File: src/cbt_pkg.sv
// constants and carrier types for the card bus command/data timing engine
// Notes on behaviour
// RULE_01: frames open with start 0, direction bit (host 1, card 0), close with 1.
// RULE_02: sender puts a seven-bit check field just before the end bit.
// RULE_03: a pull-up bit is actively driven high, not left to the resistor; open-drain identification replies release it instead.
// RULE_04: card response starts 2 to 64 cycles after the command end.
// RULE_05: identification responses start exactly 5 cycles after the command.
// RULE_06: read data starts at least 2 cycles after the command end bit.
// RULE_07: host waits at least 8 cycles after a response before commanding.
// RULE_08: host waits at least 8 cycles after an unanswered command.
// RULE_09: after an unanswered last identification command, host adds 136 cycles.
// RULE_10: host starts write data at least 2 cycles after the response.
// RULE_11: commands and responses are launched on the rising clock edge.
// RULE_12: card floats the line one cycle, then drives pull-ups until start; identification replies float the whole gap instead.
// RULE_13: single-block read stops alone; multi-block and stream run until stop.
// RULE_14: stop command ends data transmission at its end bit.
// RULE_15: stream transfers carry no checksum and return no write status.
// RULE_16: after each write block card returns status 010 good or 101 bad.
// RULE_17: card holds data low while no receive buffer is free.
// RULE_18: host polls status instead of trusting busy release as success.
// RULE_19: host selects card, sets block length, then issues block write.
// RULE_20: card holds data busy until all tagged sectors are erased.
// RULE_21: software reset returns card to idle except when inactive.
// RULE_22: after reset outputs float and relative address becomes 0x0001.
// RULE_23: host reports a missing response start bit as a timeout.
// RULE_24: each party releases the line at the end of its own frame.
package cbt_pkg;
	localparam int CMD_BITS = 48;
	localparam int CRC_CMD_BITS = 40;
	localparam int CMD_END_CNT = 47;
	localparam logic [6:0] RESP_GAP_MIN = 7'h02;
	localparam logic [6:0] RESP_GAP_MAX = 7'h40;
	localparam logic [6:0] IDENT_GAP = 7'h05;
	localparam logic [6:0] READ_GAP_MIN = 7'h02;
	localparam logic [6:0] AGE_SAT = 7'h7f;
	localparam logic [5:0] IDX_GO_IDLE = 6'h00;
	localparam logic [5:0] IDX_STOP = 6'h0c;
	localparam logic [15:0] RCA_DEFAULT = 16'h0001;
	localparam logic [2:0] STAT_OK = 3'h2;
	localparam logic [2:0] STAT_BAD = 3'h5;
	localparam logic [6:0] CRC7_POLY = 7'h09;
	localparam logic [15:0] CRC16_POLY = 16'h1021;
	localparam logic [2:0] SYNC_RESET = 3'h3;
	localparam int BLK_BYTES_DEF = 512;
	localparam int BLK_BYTES_MAX = 2048;

	typedef enum logic [1:0] {DM_BLOCK, DM_MULTI, DM_STREAM} cbt_mode_e;

	typedef struct packed {
		logic [5:0] index;
		logic [31:0] arg;
		logic crc_ok;
	} cbt_cmd_s;

	typedef struct packed {
		logic [5:0] index;
		logic [31:0] arg;
		logic ident;
	} cbt_resp_s;
endpackage

File: src/cbt_card_bus.sv
// card-side command/response and data-line timing engine
`timescale 1ns/1ps
module cbt_card_bus #(
	parameter int BLK_BYTES = cbt_pkg::BLK_BYTES_DEF
) (
	input wire logic ref_clk,
	input wire logic rst_b,
	input wire logic card_clk_pin,
	input wire logic cmd_in,
	output logic cmd_out,
	output logic cmd_oe,
	input wire logic dat_in,
	output logic dat_out,
	output logic dat_oe,
	output cbt_pkg::cbt_cmd_s cmd_rx,
	output logic cmd_valid,
	input wire cbt_pkg::cbt_resp_s resp,
	input wire logic [6:0] resp_gap,
	input wire logic resp_req,
	output logic resp_busy,
	input wire logic card_inactive,
	output logic go_idle,
	output logic [15:0] rca,
	input wire logic rca_load,
	input wire logic [15:0] rca_new,
	input wire logic rd_req,
	input wire cbt_pkg::cbt_mode_e rd_mode,
	input wire logic [7:0] rd_byte,
	input wire logic rd_byte_valid,
	output logic rd_byte_ready,
	input wire logic wr_req,
	input wire cbt_pkg::cbt_mode_e wr_mode,
	output logic [7:0] wr_byte,
	output logic wr_byte_valid,
	output logic wr_blk_done,
	output logic wr_blk_ok,
	input wire logic buf_free,
	input wire logic erase_busy,
	output logic xfer_busy
);
	localparam int DBW = $clog2(BLK_BYTES * 8 + 18);
	localparam logic [DBW-1:0] L_DATA = DBW'(BLK_BYTES * 8);
	localparam logic [DBW-1:0] L_END = DBW'(BLK_BYTES * 8 + 16);

	if (BLK_BYTES < 1 || BLK_BYTES > cbt_pkg::BLK_BYTES_MAX)
	begin : g_chk
		$error("block length out of range");
	end

	function automatic logic [6:0] crc7_step(input logic [6:0] c, input logic b);
		return {c[5:0], 1'b0} ^ ((b ^ c[6]) ? cbt_pkg::CRC7_POLY : 7'h00);
	endfunction

	function automatic logic [15:0] crc16_step(input logic [15:0] c, input logic b);
		return {c[14:0], 1'b0} ^ ((b ^ c[15]) ? cbt_pkg::CRC16_POLY : 16'h0000);
	endfunction

	function automatic logic [6:0] crc7_of(input logic [39:0] v);
		logic [6:0] c;
		c = 7'h00;
		for (int i = cbt_pkg::CRC_CMD_BITS - 1; i >= 0; i--)
			c = crc7_step(c, v[i]);
		return c;
	endfunction

	////////////////////////////////////////////////////////////////////////////
	// pin sampling: {clock, command, data}; a change counts once stages two and three agree
	logic [2:0] sy1;
	logic [2:0] sy2;
	logic [2:0] sy3;
	logic [2:0] filt;
	logic rise;
	logic fall;
	logic cmd_s;
	logic dat_s;

	always_ff @(posedge ref_clk or negedge rst_b)
	begin
		if (!rst_b)
		begin
			sy1 <= cbt_pkg::SYNC_RESET;
			sy2 <= cbt_pkg::SYNC_RESET;
			sy3 <= cbt_pkg::SYNC_RESET;
			filt <= cbt_pkg::SYNC_RESET;
		end
		else
		begin
			sy1 <= {card_clk_pin, cmd_in, dat_in};
			sy2 <= sy1;
			sy3 <= sy2;
			filt <= filt ^ (~(sy2 ^ sy3) & (sy3 ^ filt));
		end
	end

	// bits launched on rising edges, sampled mid-bit on falling edges [RULE_11]
	assign rise = sy2[2] & sy3[2] & ~filt[2];
	assign fall = ~sy2[2] & ~sy3[2] & filt[2];
	assign cmd_s = filt[1];
	assign dat_s = filt[0];

	////////////////////////////////////////////////////////////////////////////
	// command receiver, active only while the card is not driving the line
	logic rx_on;
	logic [5:0] rx_cnt;
	logic [45:0] rx_sh;
	logic [6:0] rx_crc;
	logic end_now;
	logic frame_ok;
	logic crc_ok;
	logic stop_now;
	logic [6:0] age;

	assign end_now = fall & ~cmd_oe & rx_on & (rx_cnt == 6'(cbt_pkg::CMD_END_CNT));
	assign frame_ok = end_now & rx_sh[45] & cmd_s; // [RULE_01]
	assign crc_ok = (rx_crc == rx_sh[6:0]); // [RULE_02]
	assign go_idle = frame_ok & crc_ok & (rx_sh[44:39] == cbt_pkg::IDX_GO_IDLE)
		& ~card_inactive; // [RULE_21]
	assign stop_now = frame_ok & crc_ok & (rx_sh[44:39] == cbt_pkg::IDX_STOP);

	always_ff @(posedge ref_clk or negedge rst_b)
	begin
		if (!rst_b)
		begin
			rx_on <= 1'b0;
			rx_cnt <= 6'h00;
			rx_sh <= '0;
			rx_crc <= 7'h00;
		end
		else if (fall && !cmd_oe)
		begin
			if (!rx_on)
			begin
				rx_on <= ~cmd_s;
				rx_cnt <= 6'h01;
				rx_crc <= crc7_step(7'h00, 1'b0);
			end
			else if (rx_cnt == 6'(cbt_pkg::CMD_END_CNT))
				rx_on <= 1'b0;
			else
			begin
				rx_sh <= {rx_sh[44:0], cmd_s};
				rx_cnt <= rx_cnt + 6'h01;
				if (rx_cnt < 6'(cbt_pkg::CRC_CMD_BITS))
					rx_crc <= crc7_step(rx_crc, cmd_s);
			end
		end
	end

	// decoded command handed to the core, data from flip-flops
	always_ff @(posedge ref_clk or negedge rst_b)
	begin
		if (!rst_b)
		begin
			cmd_rx <= '0;
			cmd_valid <= 1'b0;
		end
		else
		begin
			cmd_valid <= frame_ok;
			if (frame_ok)
				cmd_rx <= '{index: rx_sh[44:39], arg: rx_sh[38:7], crc_ok: crc_ok};
		end
	end

	// rising edges since the last command end bit, saturating
	always_ff @(posedge ref_clk or negedge rst_b)
	begin
		if (!rst_b)
			age <= cbt_pkg::AGE_SAT;
		else if (end_now)
			age <= 7'h00;
		else if (rise && age != cbt_pkg::AGE_SAT)
			age <= age + 7'h01;
	end

	////////////////////////////////////////////////////////////////////////////
	// response transmitter on the command line
	typedef enum logic [1:0] {R_IDLE, R_WAIT, R_TX} cbt_rstate_e;
	cbt_rstate_e rstate;
	logic [47:0] tx_sh;
	logic [5:0] tx_cnt;
	logic [6:0] gap;
	logic ident;
	logic resp_start;
	logic [6:0] next_gap;

	// open-drain identification replies use a fixed gap; others are clamped
	always_comb
	begin
		if (resp.ident)
			next_gap = cbt_pkg::IDENT_GAP; // [RULE_05]
		else if (resp_gap < cbt_pkg::RESP_GAP_MIN)
			next_gap = cbt_pkg::RESP_GAP_MIN; // [RULE_04]
		else if (resp_gap > cbt_pkg::RESP_GAP_MAX)
			next_gap = cbt_pkg::RESP_GAP_MAX; // [RULE_04]
		else
			next_gap = resp_gap;
	end

	assign resp_start = rise & (rstate == R_WAIT) & (age >= gap);
	assign resp_busy = (rstate != R_IDLE);

	always_ff @(posedge ref_clk or negedge rst_b)
	begin
		if (!rst_b)
		begin
			rstate <= R_IDLE;
			tx_sh <= '0;
			tx_cnt <= 6'h00;
			gap <= cbt_pkg::RESP_GAP_MIN;
			ident <= 1'b0;
			cmd_out <= 1'b1;
			cmd_oe <= 1'b0;
		end
		else if (go_idle)
		begin
			rstate <= R_IDLE;
			cmd_oe <= 1'b0; // [RULE_22]
		end
		else
		begin
			case (rstate)
				R_IDLE:
				begin
					if (resp_req)
					begin
						// start 0, direction 0, payload, check field, end 1
						tx_sh <= {2'b00, resp.index, resp.arg,
							crc7_of({2'b00, resp.index, resp.arg}), 1'b1}; // [RULE_01] [RULE_02]
						gap <= next_gap;
						ident <= resp.ident;
						rstate <= R_WAIT;
					end
				end
				R_WAIT:
				begin
					if (resp_start)
					begin
						cmd_out <= 1'b0; // [RULE_04]
						cmd_oe <= 1'b1;
						tx_sh <= {tx_sh[46:0], 1'b0};
						tx_cnt <= 6'h01;
						rstate <= R_TX;
					end
					else if (rise)
					begin
						// first cycle floats; then pull-ups are driven, never in open-drain
						cmd_out <= 1'b1;
						cmd_oe <= ~ident & (age != 7'h00); // [RULE_12] [RULE_03]
					end
				end
				R_TX:
				begin
					if (rise)
					begin
						if (tx_cnt == 6'(cbt_pkg::CMD_BITS))
						begin
							cmd_oe <= 1'b0; // [RULE_24]
							rstate <= R_IDLE;
						end
						else
						begin
							cmd_out <= tx_sh[47];
							cmd_oe <= ident ? ~tx_sh[47] : 1'b1;
							tx_sh <= {tx_sh[46:0], 1'b0};
							tx_cnt <= tx_cnt + 6'h01;
						end
					end
				end
				default:
					rstate <= R_IDLE;
			endcase
		end
	end

	////////////////////////////////////////////////////////////////////////////
	// data line: read blocks/stream, write blocks/stream, status token, busy
	typedef enum logic [2:0] {D_IDLE, D_RGAP, D_RTX, D_WWAIT, D_WRX, D_WSTAT, D_BUSY}
		cbt_dstate_e;
	cbt_dstate_e dstate;
	cbt_pkg::cbt_mode_e dmode;
	logic dwrite;
	logic [DBW-1:0] dcnt;
	logic [DBW-1:0] next_dcnt;
	logic [7:0] bsh;
	logic [15:0] dcrc;
	logic [15:0] rcrc;
	logic [2:0] stat;
	logic [2:0] scnt;
	logic pflag;
	logic busy_hold;
	logic rd_go;
	logic byte_bound;

	assign busy_hold = ~buf_free | erase_busy;
	assign byte_bound = (dcnt[2:0] == 3'h0) & (dcnt < L_DATA);
	assign rd_go = rise & (dstate == D_RGAP) & (age >= cbt_pkg::READ_GAP_MIN) & rd_byte_valid;
	assign rd_byte_ready = rise & (dstate == D_RTX) & byte_bound;
	assign xfer_busy = (dstate != D_IDLE);
	// streams count bits within a byte only, so they never reach the check field
	assign next_dcnt = (dmode == cbt_pkg::DM_STREAM) ? DBW'(dcnt[2:0] + 3'h1)
		: dcnt + 1'b1; // [RULE_15]

	always_ff @(posedge ref_clk or negedge rst_b)
	begin
		if (!rst_b)
		begin
			dstate <= D_IDLE;
			dmode <= cbt_pkg::DM_BLOCK;
			dwrite <= 1'b0;
			dcnt <= '0;
			bsh <= 8'h00;
			dcrc <= 16'h0000;
			rcrc <= 16'h0000;
			stat <= cbt_pkg::STAT_OK;
			scnt <= 3'h0;
			pflag <= 1'b0;
			dat_out <= 1'b1;
			dat_oe <= 1'b0;
			wr_byte <= 8'h00;
			wr_byte_valid <= 1'b0;
			wr_blk_done <= 1'b0;
			wr_blk_ok <= 1'b0;
		end
		else
		begin
			wr_byte_valid <= 1'b0;
			wr_blk_done <= 1'b0;
			if (go_idle)
			begin
				dstate <= D_IDLE;
				dat_oe <= 1'b0; // [RULE_21] [RULE_22]
			end
			else if (stop_now && dstate != D_IDLE && dstate != D_BUSY)
			begin
				// halts at the stop end bit; an open write goes on to programming busy
				dat_oe <= 1'b0; // [RULE_14] [RULE_13]
				pflag <= 1'b0;
				dmode <= cbt_pkg::DM_BLOCK;
				dstate <= dwrite ? D_BUSY : D_IDLE;
			end
			else
			begin
				case (dstate)
					D_IDLE:
					begin
						dcnt <= '0;
						dcrc <= 16'h0000;
						pflag <= 1'b0;
						if (rd_req)
						begin
							dmode <= rd_mode;
							dwrite <= 1'b0;
							dstate <= D_RGAP;
						end
						else if (wr_req)
						begin
							dmode <= wr_mode;
							dwrite <= 1'b1;
							dstate <= D_WWAIT;
						end
						else if (rise && erase_busy)
						begin
							dmode <= cbt_pkg::DM_BLOCK;
							dwrite <= 1'b0;
							dstate <= D_BUSY; // [RULE_20]
						end
					end
					D_RGAP:
					begin
						if (rd_go)
						begin
							dat_out <= 1'b0; // [RULE_06]
							dat_oe <= 1'b1;
							dcnt <= '0;
							dcrc <= 16'h0000;
							dstate <= D_RTX;
						end
					end
					D_RTX:
					begin
						if (rise)
						begin
							if (dcnt < L_DATA)
							begin
								dat_out <= byte_bound ? rd_byte[7] : bsh[7];
								bsh <= byte_bound ? {rd_byte[6:0], 1'b0} : {bsh[6:0], 1'b0};
								dcrc <= crc16_step(dcrc, byte_bound ? rd_byte[7] : bsh[7]);
								dcnt <= next_dcnt;
							end
							else if (dcnt < L_END)
							begin
								dat_out <= dcrc[15];
								dcrc <= {dcrc[14:0], 1'b0};
								dcnt <= dcnt + 1'b1;
							end
							else if (dcnt == L_END)
							begin
								dat_out <= 1'b1;
								dcnt <= dcnt + 1'b1;
							end
							else
							begin
								// single block ends alone; multi-block goes round again
								dat_oe <= 1'b0; // [RULE_24]
								dstate <= (dmode == cbt_pkg::DM_MULTI) ? D_RGAP : D_IDLE; // [RULE_13]
							end
						end
					end
					D_WWAIT:
					begin
						// a refused block must leave the line to the host's retry
						if (rise)
							dat_oe <= 1'b0; // [RULE_24]
						dcnt <= '0;
						dcrc <= 16'h0000;
						if (fall && !dat_s)
							dstate <= D_WRX;
					end
					D_WRX:
					begin
						if (fall)
						begin
							dcnt <= (dcnt < L_DATA) ? next_dcnt : dcnt + 1'b1;
							if (dcnt < L_DATA)
							begin
								bsh <= {bsh[6:0], dat_s};
								dcrc <= crc16_step(dcrc, dat_s);
								if (dcnt[2:0] == 3'h7)
								begin
									wr_byte <= {bsh[6:0], dat_s};
									wr_byte_valid <= 1'b1;
								end
							end
							else if (dcnt < L_END)
								rcrc <= {rcrc[14:0], dat_s};
							else
							begin
								stat <= (rcrc == dcrc) ? cbt_pkg::STAT_OK : cbt_pkg::STAT_BAD;
								wr_blk_ok <= (rcrc == dcrc);
								wr_blk_done <= 1'b1;
								scnt <= 3'h0;
								dstate <= D_WSTAT; // [RULE_16]
							end
						end
					end
					D_WSTAT:
					begin
						if (rise)
						begin
							scnt <= scnt + 3'h1;
							case (scnt)
								3'h0: dat_oe <= 1'b0;
								3'h1:
								begin
									dat_out <= 1'b0;
									dat_oe <= 1'b1;
								end
								3'h2: dat_out <= stat[2];
								3'h3: dat_out <= stat[1];
								3'h4: dat_out <= stat[0];
								default:
								begin
									dat_out <= 1'b1;
									pflag <= 1'b0;
									// good block: programming busy; bad block: await the retry
									dstate <= (stat == cbt_pkg::STAT_OK) ? D_BUSY : D_WWAIT; // [RULE_16]
								end
							endcase
						end
					end
					D_BUSY:
					begin
						if (rise)
						begin
							if (busy_hold)
							begin
								dat_out <= 1'b0; // [RULE_17] [RULE_20]
								dat_oe <= 1'b1;
							end
							else if (!pflag)
							begin
								dat_out <= 1'b1; // [RULE_03]
								dat_oe <= 1'b1;
								pflag <= 1'b1;
							end
							else
							begin
								dat_oe <= 1'b0; // [RULE_24]
								dstate <= (dwrite && dmode == cbt_pkg::DM_MULTI) ? D_WWAIT : D_IDLE;
							end
						end
					end
					default:
						dstate <= D_IDLE;
				endcase
			end
		end
	end

	////////////////////////////////////////////////////////////////////////////
	// relative card address, default after power-on and software reset
	always_ff @(posedge ref_clk or negedge rst_b)
	begin
		if (!rst_b)
			rca <= cbt_pkg::RCA_DEFAULT;
		else if (go_idle)
			rca <= cbt_pkg::RCA_DEFAULT; // [RULE_22]
		else if (rca_load)
			rca <= rca_new;
	end

	////////////////////////////////////////////////////////////////////////////
	// assertions
	property p_resp_window;
		@(posedge ref_clk) disable iff (!rst_b)
		resp_start && !ident |-> age >= 7'h02 && age <= 7'h40;
	endproperty
	a_resp_window: assert property (p_resp_window) else $error("response gap out of range"); // [RULE_04]

	property p_ident_gap;
		@(posedge ref_clk) disable iff (!rst_b)
		resp_start && ident |-> age == 7'h05;
	endproperty
	a_ident_gap: assert property (p_ident_gap) else $error("identification gap not five"); // [RULE_05]

	property p_start_bit;
		@(posedge ref_clk) disable iff (!rst_b)
		resp_start && !go_idle |=> cmd_oe && !cmd_out && rstate == R_TX;
	endproperty
	a_start_bit: assert property (p_start_bit) else $error("response start bit missing"); // [RULE_01]

	property p_float_then_pull;
		@(posedge ref_clk) disable iff (!rst_b)
		rstate == R_WAIT && !ident && age >= 7'h02 && !go_idle |-> cmd_oe && cmd_out;
	endproperty
	a_float_then_pull: assert property (p_float_then_pull) else $error("pull-up not driven"); // [RULE_12]

	property p_read_gap;
		@(posedge ref_clk) disable iff (!rst_b)
		$rose(dat_oe) && dstate == D_RTX |-> !dat_out && $past(age) >= 7'h02;
	endproperty
	a_read_gap: assert property (p_read_gap) else $error("read data started too early"); // [RULE_06]

	property p_stop;
		@(posedge ref_clk) disable iff (!rst_b)
		stop_now && dstate == D_RTX |=> !dat_oe && dstate == D_IDLE;
	endproperty
	a_stop: assert property (p_stop) else $error("data not halted by stop"); // [RULE_14]

	property p_busy_low;
		@(posedge ref_clk) disable iff (!rst_b)
		dstate == D_BUSY && rise && busy_hold && !go_idle |=> dat_oe && !dat_out;
	endproperty
	a_busy_low: assert property (p_busy_low) else $error("busy not held low"); // [RULE_17]

	property p_reset_state;
		@(posedge ref_clk) disable iff (!rst_b)
		go_idle |=> rca == 16'h0001 && !cmd_oe && !dat_oe;
	endproperty
	a_reset_state: assert property (p_reset_state) else $error("soft reset incomplete"); // [RULE_22]

	property p_status_token;
		@(posedge ref_clk) disable iff (!rst_b)
		dstate == D_WSTAT && rise && scnt == 3'h3 |=> dat_oe && dat_out == wr_blk_ok;
	endproperty
	a_status_token: assert property (p_status_token) else $error("bad status pattern"); // [RULE_16]
endmodule

File: config.mk
export PLATFORM = sky130hd
export DESIGN_NAME = cbt_card_bus
export DESIGN_NICKNAME = d
export VERILOG_FILES = /design/src/cbt_pkg.sv /design/src/cbt_card_bus.sv
export SDC_FILE = /design/constraint.sdc
export NUM_CORES = 1
export LEC_CHECK = 0
export ABC_AREA = 1
export BUFFER_PORTS_ARGS = -buffer_cell sky130_fd_sc_hd__buf_2
export CORE_ASPECT_RATIO = 0.8
export CORE_UTILIZATION = 26
export CTS_CLUSTER_SIZE = 12
export DETAILED_ROUTE_END_ITERATION = 10
export HOLD_SLACK_MARGIN = 0.03
export PLACE_DENSITY_LB_ADDON = 0.05
export SYNTH_ARGS = -nofsm -noshare
export SYNTH_HDL_FRONTEND = slang
export SYNTH_SLANG_ARGS = --single-unit
File: constraint.sdc
create_clock -name ref_clk -period 2.3 [get_ports ref_clk]
set_input_delay 0.46 -clock ref_clk [delete_from_list [all_inputs] [get_ports ref_clk]]
set_output_delay 0.46 -clock ref_clk [all_outputs]
set_load 0.01 [all_outputs]
==> impl_metrics.tcl, run 1 <==
set metrics [dict create \
    maxSlewHeadroom 0.482 \
    drive_above_1_share 0.361 \
    route.detailed.drc 0 \
    synth_area_leaders "dfrtp_1 46%, nand2_1 10%, inv_1 6.3%, o21ai_0 6.0%, dfstp_2 3.7%" \
    cts_root_buf "clkbuf_16" \
    ant_nets 0 \
    wl_per_cell_um 15.8 \
    grt_usage 0.159 \
    avgSynthCellArea_um2 8.23 \
    crit_type "register to register" \
    setup.worst_path.end_class "register" \
    syn_nets 1829 \
    die_area_um2 55200 \
    synth_edf_count 0 \
    hold_start "rca_new[1]" \
    numCtsBuffers 35 \
    cts_max_path_buffers 3 \
    hold_end "rca[1]" \
    port-buffer-count 161 \
    clock-skew-final_ns 0.0212 \
    powerDensity_nw_per_um2 1130 \
    grt_pass1_vias 12300 \
    routed-via-count 12900 \
    synth.top_cell.area_share 0.459 \
    holdWs_ns 0.134 \
    worstMarginPinSlew_ns 0.777 \
    period_needed_ns 2.68 \
    max_freq_mhz 373 \
    syn_inst 1714 \
    syn_area_um2 14100 \
    grt.overflow.total 0 \
    max_cap_violations 0 \
    insertion_delay_ns 0.55 \
    hold_violations 0 \
    synthFlopType "dfrtp_1" \
    viasPerCell 4.55 \
    start_util 0.266 \
    antenna_found_initial 3 \
    rsz0062_at_grt "yes" \
    async_flop_share 1.00 \
    gp_congestion 0.878 \
    synth_cell_types 57 \
    finalCritPeriodShare 1.16 \
    crit_fanout 5 \
    multi_input_area_um2 7170 \
    leakage_uw 0.00985 \
    r2r_setup_slack_ns -0.38 \
    max-vdd-ir-drop_uv 575 \
    holdPathStages 3 \
    grt_max_degree 78 \
    slew_viol_final 0 \
    hp-class "primary input to register" \
    first_iter_violations 698 \
    grt_pass1_wl_um 69700 \
    core_um2 53000 \
    reg2regPathDepth 19 \
    yosys_warnings 0 \
    finalSetupViolCount 144 \
    fillers 5438 \
    die_x_um 262 \
    ioPinCount 162 \
    finish.net_count 2237 \
    fin_tns_setup_ns -26.28 \
    ys_seq_area_frac 0.497 \
    dr.pass1.iters 5 \
    fp-row-count 75 \
    cts_sinks 279 \
    final_core_util 0.388 \
    failed_checks "negative setup slack" \
    hpwl_um 31400 \
    crit_required_ns 2.76 \
    yosys.area.top_type "dfrtp_1" \
    cp-start-kind "register" \
    cp.arrival_ns 3.13 \
    worst_r2r_startpoint "gap[1]" \
    setup_slack_ns -0.379 \
    critical_path.startpoint "gap[1]" \
    area_growth_pct 45.7 \
    regArea_um2 7010 \
    cts_max_level 2 \
    routed_wl_um 45000 \
    status "finished, violations left" \
    die_height_um 210 \
    reg2reg_to "tx_sh[2]" \
    tritoncts "yes" \
    cts.clk_slew.worst_paths_ns 0.06 \
    ys_ff_latch 279 \
]
cells in the mapped netlist (18+ instances only):
cell type,instances
nand2_1,391
dfrtp_1,259
inv_1,235
o21ai_0,168
nor2_1,103
nand3_1,102
a21oi_1,70
o22ai_1,49
clkbuf_1,29
ha_1,28
nor3b_1,22
xor2_1,21
dfstp_2,20
nand2_2,19
a31oi_1,18
inv_2,18
nor3_1,18
through the flow:
step | setup WS (ns) | cells | power, µW | cell area (µm²)
after floorplan | -0.0185 | 1714 | 11200 | 14100
after global placement | -0.336 | 2704 | 14000 | 17100
after detailed placement | -0.381 | 2704 | 14000 | 17100
after CTS | -0.455 | 2803 | 20700 | 18800
after global routing | -0.500 | 2843 | 24800 | 20600
final | -0.379 | 2843 | 23200 | 20600
sequential cells by signal, indices dropped and copies added (netlist names), 3 cells and up, named ones only:
register,flops
dcnt,13
dcrc,16
tx_sh,48
age,7
sy2,3
wr_byte,8
bsh,8
sy3,3
cmd_rx,39
tx_cnt,6
gap,7
sy1,3
dstate,3
rca,16
rx_cnt,6
rx_sh,46
rcrc,16
scnt,3
rx_crc,7
final cells by class:
| type | instances | share of cell area |
|---|---|---|
| clock buffer | 59 | 0.0509 |
| tap | 693 | 0.0422 |
| clock inverter | 5 | 0.00316 |
| timing repair inverter | 3 | 0.00176 |
| timing repair buffer | 417 | 0.162 |
| inverter | 254 | 0.0500 |
| antenna | 1 | 0.000122 |
| sequential | 279 | 0.341 |
| multi-input combinational | 1132 | 0.349 |
worst max-delay path by stage:
stage | endpoint | slack [ns] | cells after the start
floorplan | rcrc[2] | -0.02 | 18
global placement | tx_sh[5] | -0.34 | 23
detailed placement | tx_sh[5] | -0.38 | 21
CTS | go_idle | -0.45 | 10
global route | tx_sh[2] | -0.50 | 19
finish | tx_sh[2] | -0.38 | 19
worst max-delay path, cell delays in order (launching register included):
cell and delay, ns:
dfstp_2 0.54, inv_4 0.05, ha_4 0.25, nand2_2 0.05, o21ai_2 0.15, a21oi_2 0.07
o21ai_1 0.13, nand2_1 0.07, nand2_1 0.08, o21ai_2 0.07, nand2_1 0.10, nand3_2 0.09
inv_2 0.09, nand2_4 0.07, buf_6 0.13, nor2_4 0.11, inv_2 0.07, buf_12 0.14
clkbuf_16 0.17, o211ai_1 0.17
logic make-up after synthesis:
group,count (synthesis),synth area share
AOI/OAI and AO/OA,357,0.142
xor gates and xnor gates,37,0.0235
adders and majority gates,30,0.0262
muxes,8,0.00630
and+or+nand+nor,700,0.221
buffers and inverters,303,0.0838
DFF,279,0.497
report_power, final:
part	total, µW	switching, µW	leakage (µW)	internal, µW
registers	6700	742	0.00356	5960
logic	11100	6040	0.00575	5020
clock network	5440	2220	0.000540	3220
per-layer routing:
metal	vias up	wire length [µm]	GRT usage
met5	-	0	0
met4	0	931	0.0450
met3	58	1880	0.0286
met2	216	18300	0.217
met1	6184	23900	0.250
li1	6470	-	-
cells in the final DEF (no fill, tap or decap), types with 6 or more instances in the layout:
| master | Yosys | final |
|---|---|---|
| a21oi_1 | 70 | 56 |
| o21ai_2 | 0 | 30 |
| o21ai_0 | 168 | 115 |
| nand2_2 | 19 | 41 |
| inv_2 | 18 | 20 |
| o211ai_1 | 10 | 10 |
| nor2_1 | 103 | 75 |
| clkbuf_16 | 0 | 41 |
| a21oi_2 | 0 | 14 |
| xnor2_1 | 15 | 15 |
| inv_1 | 235 | 219 |
| nor3_1 | 18 | 13 |
| a31oi_1 | 18 | 16 |
| buf_12 | 0 | 18 |
| buf_2 | 13 | 159 |
| buf_4 | 3 | 179 |
| nand3_1 | 102 | 84 |
| nand4_1 | 13 | 13 |
| o21ai_1 | 8 | 30 |
| nand2_1 | 391 | 348 |
| nand3_4 | 0 | 6 |
| nor2_2 | 3 | 10 |
| xor2_1 | 21 | 21 |
| clkbuf_1 | 29 | 17 |
| nand3_2 | 5 | 17 |
| dfrtp_1 | 259 | 257 |
| buf_8 | 0 | 10 |
| clkbuf_8 | 0 | 6 |
| nor2_4 | 4 | 25 |
| inv_4 | 1 | 7 |
| buf_6 | 2 | 39 |
| ha_1 | 28 | 24 |
| dfstp_2 | 20 | 20 |
| nand2_4 | 1 | 20 |
| o22ai_2 | 0 | 23 |
| o22ai_1 | 49 | 21 |
| nor3_4 | 3 | 8 |
| nor3b_2 | 0 | 17 |
repair_timing:
item,in CTS,in global routing
buffers inserted,26,36
resized for setup,73,377
endpoints found under the hold margin,41,0
hold buffers,4,0
pin swaps,16,74
setup endpoints to repair,155,160
gates cloned,6,9
Power figures use the tool's default switching activity.
==> run 2: changes to the inputs <==
- CORE_MARGIN: not set -> 2
==> impl_metrics.tcl, run 2 (synthesis gave the netlist of run 1 again) <==
set metrics [dict create \
    reg2regPathDepth 18 \
    slew_viol_final 0 \
    viasPerCell 4.53 \
    setup.worst_path.end_class "register" \
    die_area_um2 56200 \
    clock-skew-final_ns 0.0229 \
    cts_root_buf "clkbuf_16" \
    die_height_um 212 \
    port-buffer-count 161 \
    crit_fanout 8 \
    cts_max_path_buffers 3 \
    gp_congestion 0.836 \
    dr.pass1.iters 4 \
    route.detailed.drc 0 \
    antenna_found_initial 0 \
    largest_reg_flops 48 \
    failed_checks "negative setup slack" \
    powerDensity_nw_per_um2 1140 \
    hpwl_um 31200 \
    status "finished, violations left" \
    diodes 0 \
    rsz0062_at_grt "yes" \
    cp.arrival_ns 3.06 \
    crit_required_ns 2.72 \
    postLayoutCellArea_um2 20600 \
    first_iter_violations 723 \
    maxSlewHeadroom 0.462 \
    finalCritPeriodShare 1.15 \
    fin_tns_setup_ns -21.76 \
    finalSetupViolCount 132 \
    hold_end "rca[5]" \
    numCtsBuffers 35 \
    cts_sinks 279 \
    leakage_uw 0.00982 \
    top_register "tx_sh" \
    total_power_uw 23600 \
    hold_start "rca_new[5]" \
    tritoncts "yes" \
    grt_pass1_vias 12700 \
    grt_max_degree 60 \
    placed_area_um2 17000 \
    period_needed_ns 2.63 \
    holdWs_ns 0.121 \
    max-vdd-ir-drop_uv 604 \
    crit_type "register to register" \
    grt_pass1_wl_um 71200 \
    reg2reg_to "tx_sh[33]" \
    hp-class "primary input to register" \
    worstMarginPinSlew_ns 0.807 \
    top_regs "tx_sh x48, rx_sh x46, cmd_rx x39" \
    wl_per_cell_um 15.9 \
    holdPathStages 3 \
    area_growth_pct 46.3 \
    grt.overflow.total 0 \
    setup_slack_ns -0.335 \
    ant_nets 0 \
    layout_commonest_cell "nand2_1" \
    die_x_um 264 \
    routed_wl_um 45100 \
    worst_r2r_startpoint "age[2]" \
    hold_violations 0 \
    fillers 5478 \
    core_um2 53700 \
    start_util 0.263 \
    drive_above_1_share 0.363 \
    grt_usage 0.161 \
    final_cell_mix "346 x nand2_1, 259 x dfrtp_1, 219 x inv_1" \
    fp-row-count 76 \
    max_freq_mhz 380 \
    r2r_setup_slack_ns -0.33 \
    ioPinCount 162 \
    cp-start-kind "register" \
    insertion_delay_ns 0.55 \
    routed-via-count 12800 \
    finish.net_count 2223 \
    cts.clk_slew.worst_paths_ns 0.06 \
    max_cap_violations 0 \
    cts_max_level 2 \
    dp_worst_setup_slack_ns -0.430 \
]
==> run 2: changes by cell type in the layout (fill, tap and decap cells not counted), moves of 8 or more <==
cell	change
clkbuf_1	-9
o21ai_2	-13
nand2_4	-8
o22ai_1	-13
a21oi_1	-10
o21ai_1	+16
nand2_2	+10
buf_4	-15
o22ai_2	+8
==> run 2: metrics by stage <==
| step | cells | utilization |
|---|---|---|
| 2_1_floorplan | 1714 | - |
| 3_3_place_gp | 2699 | 0.317 |
| 3_5_place_dp | 2699 | 0.317 |
| 4_1_cts | 2819 | 0.368 |
| 5_1_grt | 2836 | 0.384 |
| 6_report | 2836 | 0.384 |
==> run 2: per-layer routing <==
layer | vias to the layer above | track usage | part of all wire
li1 | 6444 | - | -
met5 | - | 0 | 0
met4 | 0 | 0.0466 | 0.021
met3 | 61 | 0.0297 | 0.040
met2 | 201 | 0.234 | 0.42
met1 | 6139 | 0.240 | 0.52
==> run 2: area by class of cell <==
type | instances | area, µm² | share of cell area
timing repair buffer | 402 | 3270 | 0.159
clock inverter | 9 | 98.8 | 0.00479
multi-input combinational | 1132 | 7230 | 0.350
timing repair inverter | 4 | 45.0 | 0.00218
tap | 702 | 878 | 0.0425
clock buffer | 54 | 1060 | 0.0512
sequential | 279 | 7010 | 0.339
inverter | 254 | 1050 | 0.0511
==> run 2: power breakdown <==
group	total, µW	leakage, µW	switching (µW)	internal (µW)
combinational	11300	0.00570	6120	5210
clock	5580	0.000568	2290	3300
sequential	6700	0.00356	750	5950
==> run 2: timing repair <==
item | 4_1_cts | 5_1_grt
pin swaps | 39 | 67
hold buffers | 4 | 0
setup endpoints to repair | 147 | 166
setup buffers | 39 | 29
gates cloned | 16 | 3
endpoints found under the hold margin | 24 | 0
gates resized for setup | 252 | 213
==> run 2: critical path, cell delays in order (launching register included) <==
cell       delay [ns]
dfstp_2          0.60
ha_4             0.23
a21oi_2          0.15
o21ai_2          0.07
a21oi_2          0.12
o21ai_1          0.07
nand2_1          0.07
nand2_1          0.06
o21ai_2          0.17
nand2_2          0.10
nand3_4          0.10
inv_4            0.04
nand2_4          0.08
buf_6            0.13
buf_6            0.11
inv_8            0.05
clkbuf_16        0.17
o22ai_2          0.16
a21oi_2          0.04
==> run 2: worst max-delay path by stage <==
stage,from,endpoint,slack (ns)
after floorplan,sy2[2],rcrc[2],-0.02
after global placement,resp[33],tx_sh[5],-0.36
after detailed placement,resp[37],tx_sh[5],-0.43
after CTS,rx_cnt[0],go_idle,-0.50
after global routing,age[2],tx_sh[30],-0.52
final,age[2],tx_sh[33],-0.33
==> run 3: changes to the inputs <==
- PLACE_DENSITY_LB_ADDON: 0.05 -> not set
- TNS_END_PERCENT: not set -> 100
==> impl_metrics.tcl, run 3 (synthesis gave the netlist of run 1 again) <==
set metrics [dict create \
    layout_commonest_cell "nand2_1" \
    grt_pass1_vias 12900 \
    antenna_found_initial 4 \
    dp_worst_setup_slack_ns -0.373 \
    final_cell_mix "350 x nand2_1, 258 x dfrtp_1, 219 x inv_1" \
    slew_viol_final 0 \
    grt_usage 0.148 \
    setup.worst_path.end_class "output port" \
    setup_slack_ns -0.394 \
    finish.net_count 2216 \
    port-buffer-count 161 \
    gp_congestion 0.898 \
    hpwl_um 28700 \
    grt_max_degree 78 \
    p_int_uw 14600 \
    die_x_um 264 \
    diodes 0 \
    insertion_delay_ns 0.59 \
    top_register "tx_sh" \
    fin_tns_setup_ns -30.62 \
    cp.arrival_ns 2.23 \
    period_needed_ns 2.69 \
    routed-via-count 13200 \
    area_growth_pct 46.0 \
    cts_root_buf "clkbuf_16" \
    worstMarginPinSlew_ns 0.721 \
    regArea_um2 7010 \
    cp-start-kind "register" \
    finalSetupViolCount 144 \
    finalCritPeriodShare 1.17 \
    placed_cells 2678 \
    failed_checks "negative setup slack" \
    top_regs "tx_sh x48, rx_sh x46, cmd_rx x39" \
    drive_above_1_share 0.372 \
    rsz0062_at_grt "yes" \
    route.detailed.drc 0 \
    cts.clk_slew.worst_paths_ns 0.06 \
    leakage_uw 0.00977 \
    ioPinCount 162 \
    dr.pass1.iters 7 \
    core_um2 53700 \
    start_util 0.263 \
    max_cap_violations 0 \
    wl_per_cell_um 15.1 \
    grt.overflow.total 0 \
    largest_reg_flops 48 \
    routed_wl_um 42700 \
    fp-row-count 76 \
    total_power_uw 23800 \
    seqPwrFrac 0.282 \
    maxSlewHeadroom 0.519 \
    final_core_util 0.383 \
    combPwrFrac 0.500 \
    power_switching_uw 9210 \
    crit_type "register to output port" \
    clkPwrFrac 0.218 \
    die_height_um 212 \
    hold_violations 0 \
    crit_required_ns 1.84 \
    hp-class "primary input to register" \
    ant_nets 0 \
    numCtsBuffers 31 \
    max_freq_mhz 371 \
    first_iter_violations 812 \
    cts_max_path_buffers 3 \
    cts_sinks 279 \
    swShare 0.388 \
    die_area_um2 56200 \
    cts_max_level 1 \
    fillers 5298 \
    max-vdd-ir-drop_uv 784 \
    crit_fanout 3 \
    grt_pass1_wl_um 67700 \
    stdcell_count 2825 \
    multi_input_area_um2 7310 \
    status "finished, violations left" \
    powerDensity_nw_per_um2 1150 \
    tritoncts "yes" \
    viasPerCell 4.68 \
    clock-skew-final_ns 0.0160 \
]
run 3: cell types whose count changed in the layout (fill, tap and decap cells not counted), sizes merged:
cell / delta
bufinv: +1
inv: +2
clkbuf: -11
clkinv: -1
buf: -2
run 3: what timing repair did:
action	in CTS	in global routing
pin swaps	33	73
gates cloned	18	3
endpoints found under the hold margin	36	0
setup endpoints to repair	130	161
hold buffers	4	0
gates resized for setup	220	283
buffers inserted	37	46
run 3: cell type report:
type | instances | area share
multi-input combinational | 1132 | 0.355
sequential | 279 | 0.340
timing repair buffer | 398 | 0.157
inverter | 254 | 0.0513
clock buffer | 45 | 0.0446
tap | 702 | 0.0426
clock inverter | 10 | 0.00705
timing repair inverter | 5 | 0.00237
run 3: critical path, stage by stage (launching register included):
cell and delay, ns:
dfrtp_1 0.37, inv_1 0.07, ha_2 0.17, nand2_2 0.06, inv_2 0.07, nand2_4 0.07, inv_4 0.07, nand3_4 0.07
nor3_4 0.15, nand2_2 0.11, nor2_4 0.12, buf_6 0.12, buf_6 0.10, buf_6 0.09
run 3: power by group through the flow:
stage | registers (µW) | clock network, µW | logic [µW]
floorplan | 6480 | 0 | 4670
global placement | 6540 | 0 | 7040
detailed placement | 6560 | 0 | 7220
CTS | 6600 | 5340 | 10200
global route | 6820 | 5540 | 12800
finish | 6710 | 5180 | 11900
run 3: worst paths after layout:
check,startpoint,endpoint,slack (ns),depth (start not counted)
max,sy3[2],go_idle,-0.39,13
min,rca_new[7],rca[7],0.10,3
max reg2reg,age[2],tx_sh[21],-0.37,18
min reg2reg,sy1[0],sy2[0],0.35,0
max in group asynchronous,rst_b,sy1[1],1.16,3
min in group asynchronous,rst_b,cmd_rx[19],0.40,2
run 3: metal layers:
| layer | part of all wire | global-route usage | vias to the layer above |
|---|---|---|---|
| li1 | - | - | 6436 |
| met1 | 0.47 | 0.205 | 6312 |
| met2 | 0.45 | 0.238 | 385 |
| met3 | 0.063 | 0.0317 | 72 |
| met4 | 0.018 | 0.0292 | 8 |
| met5 | 0.0011 | 0 | - |
run 3: metrics by stage:
stage	hold slack, ns	area [µm²]
CTS	0.0652	19400
global placement	0.347	16800
finish	0.103	20600
global route	0.0706	20600
floorplan	0.164	14100
detailed placement	0.348	16800
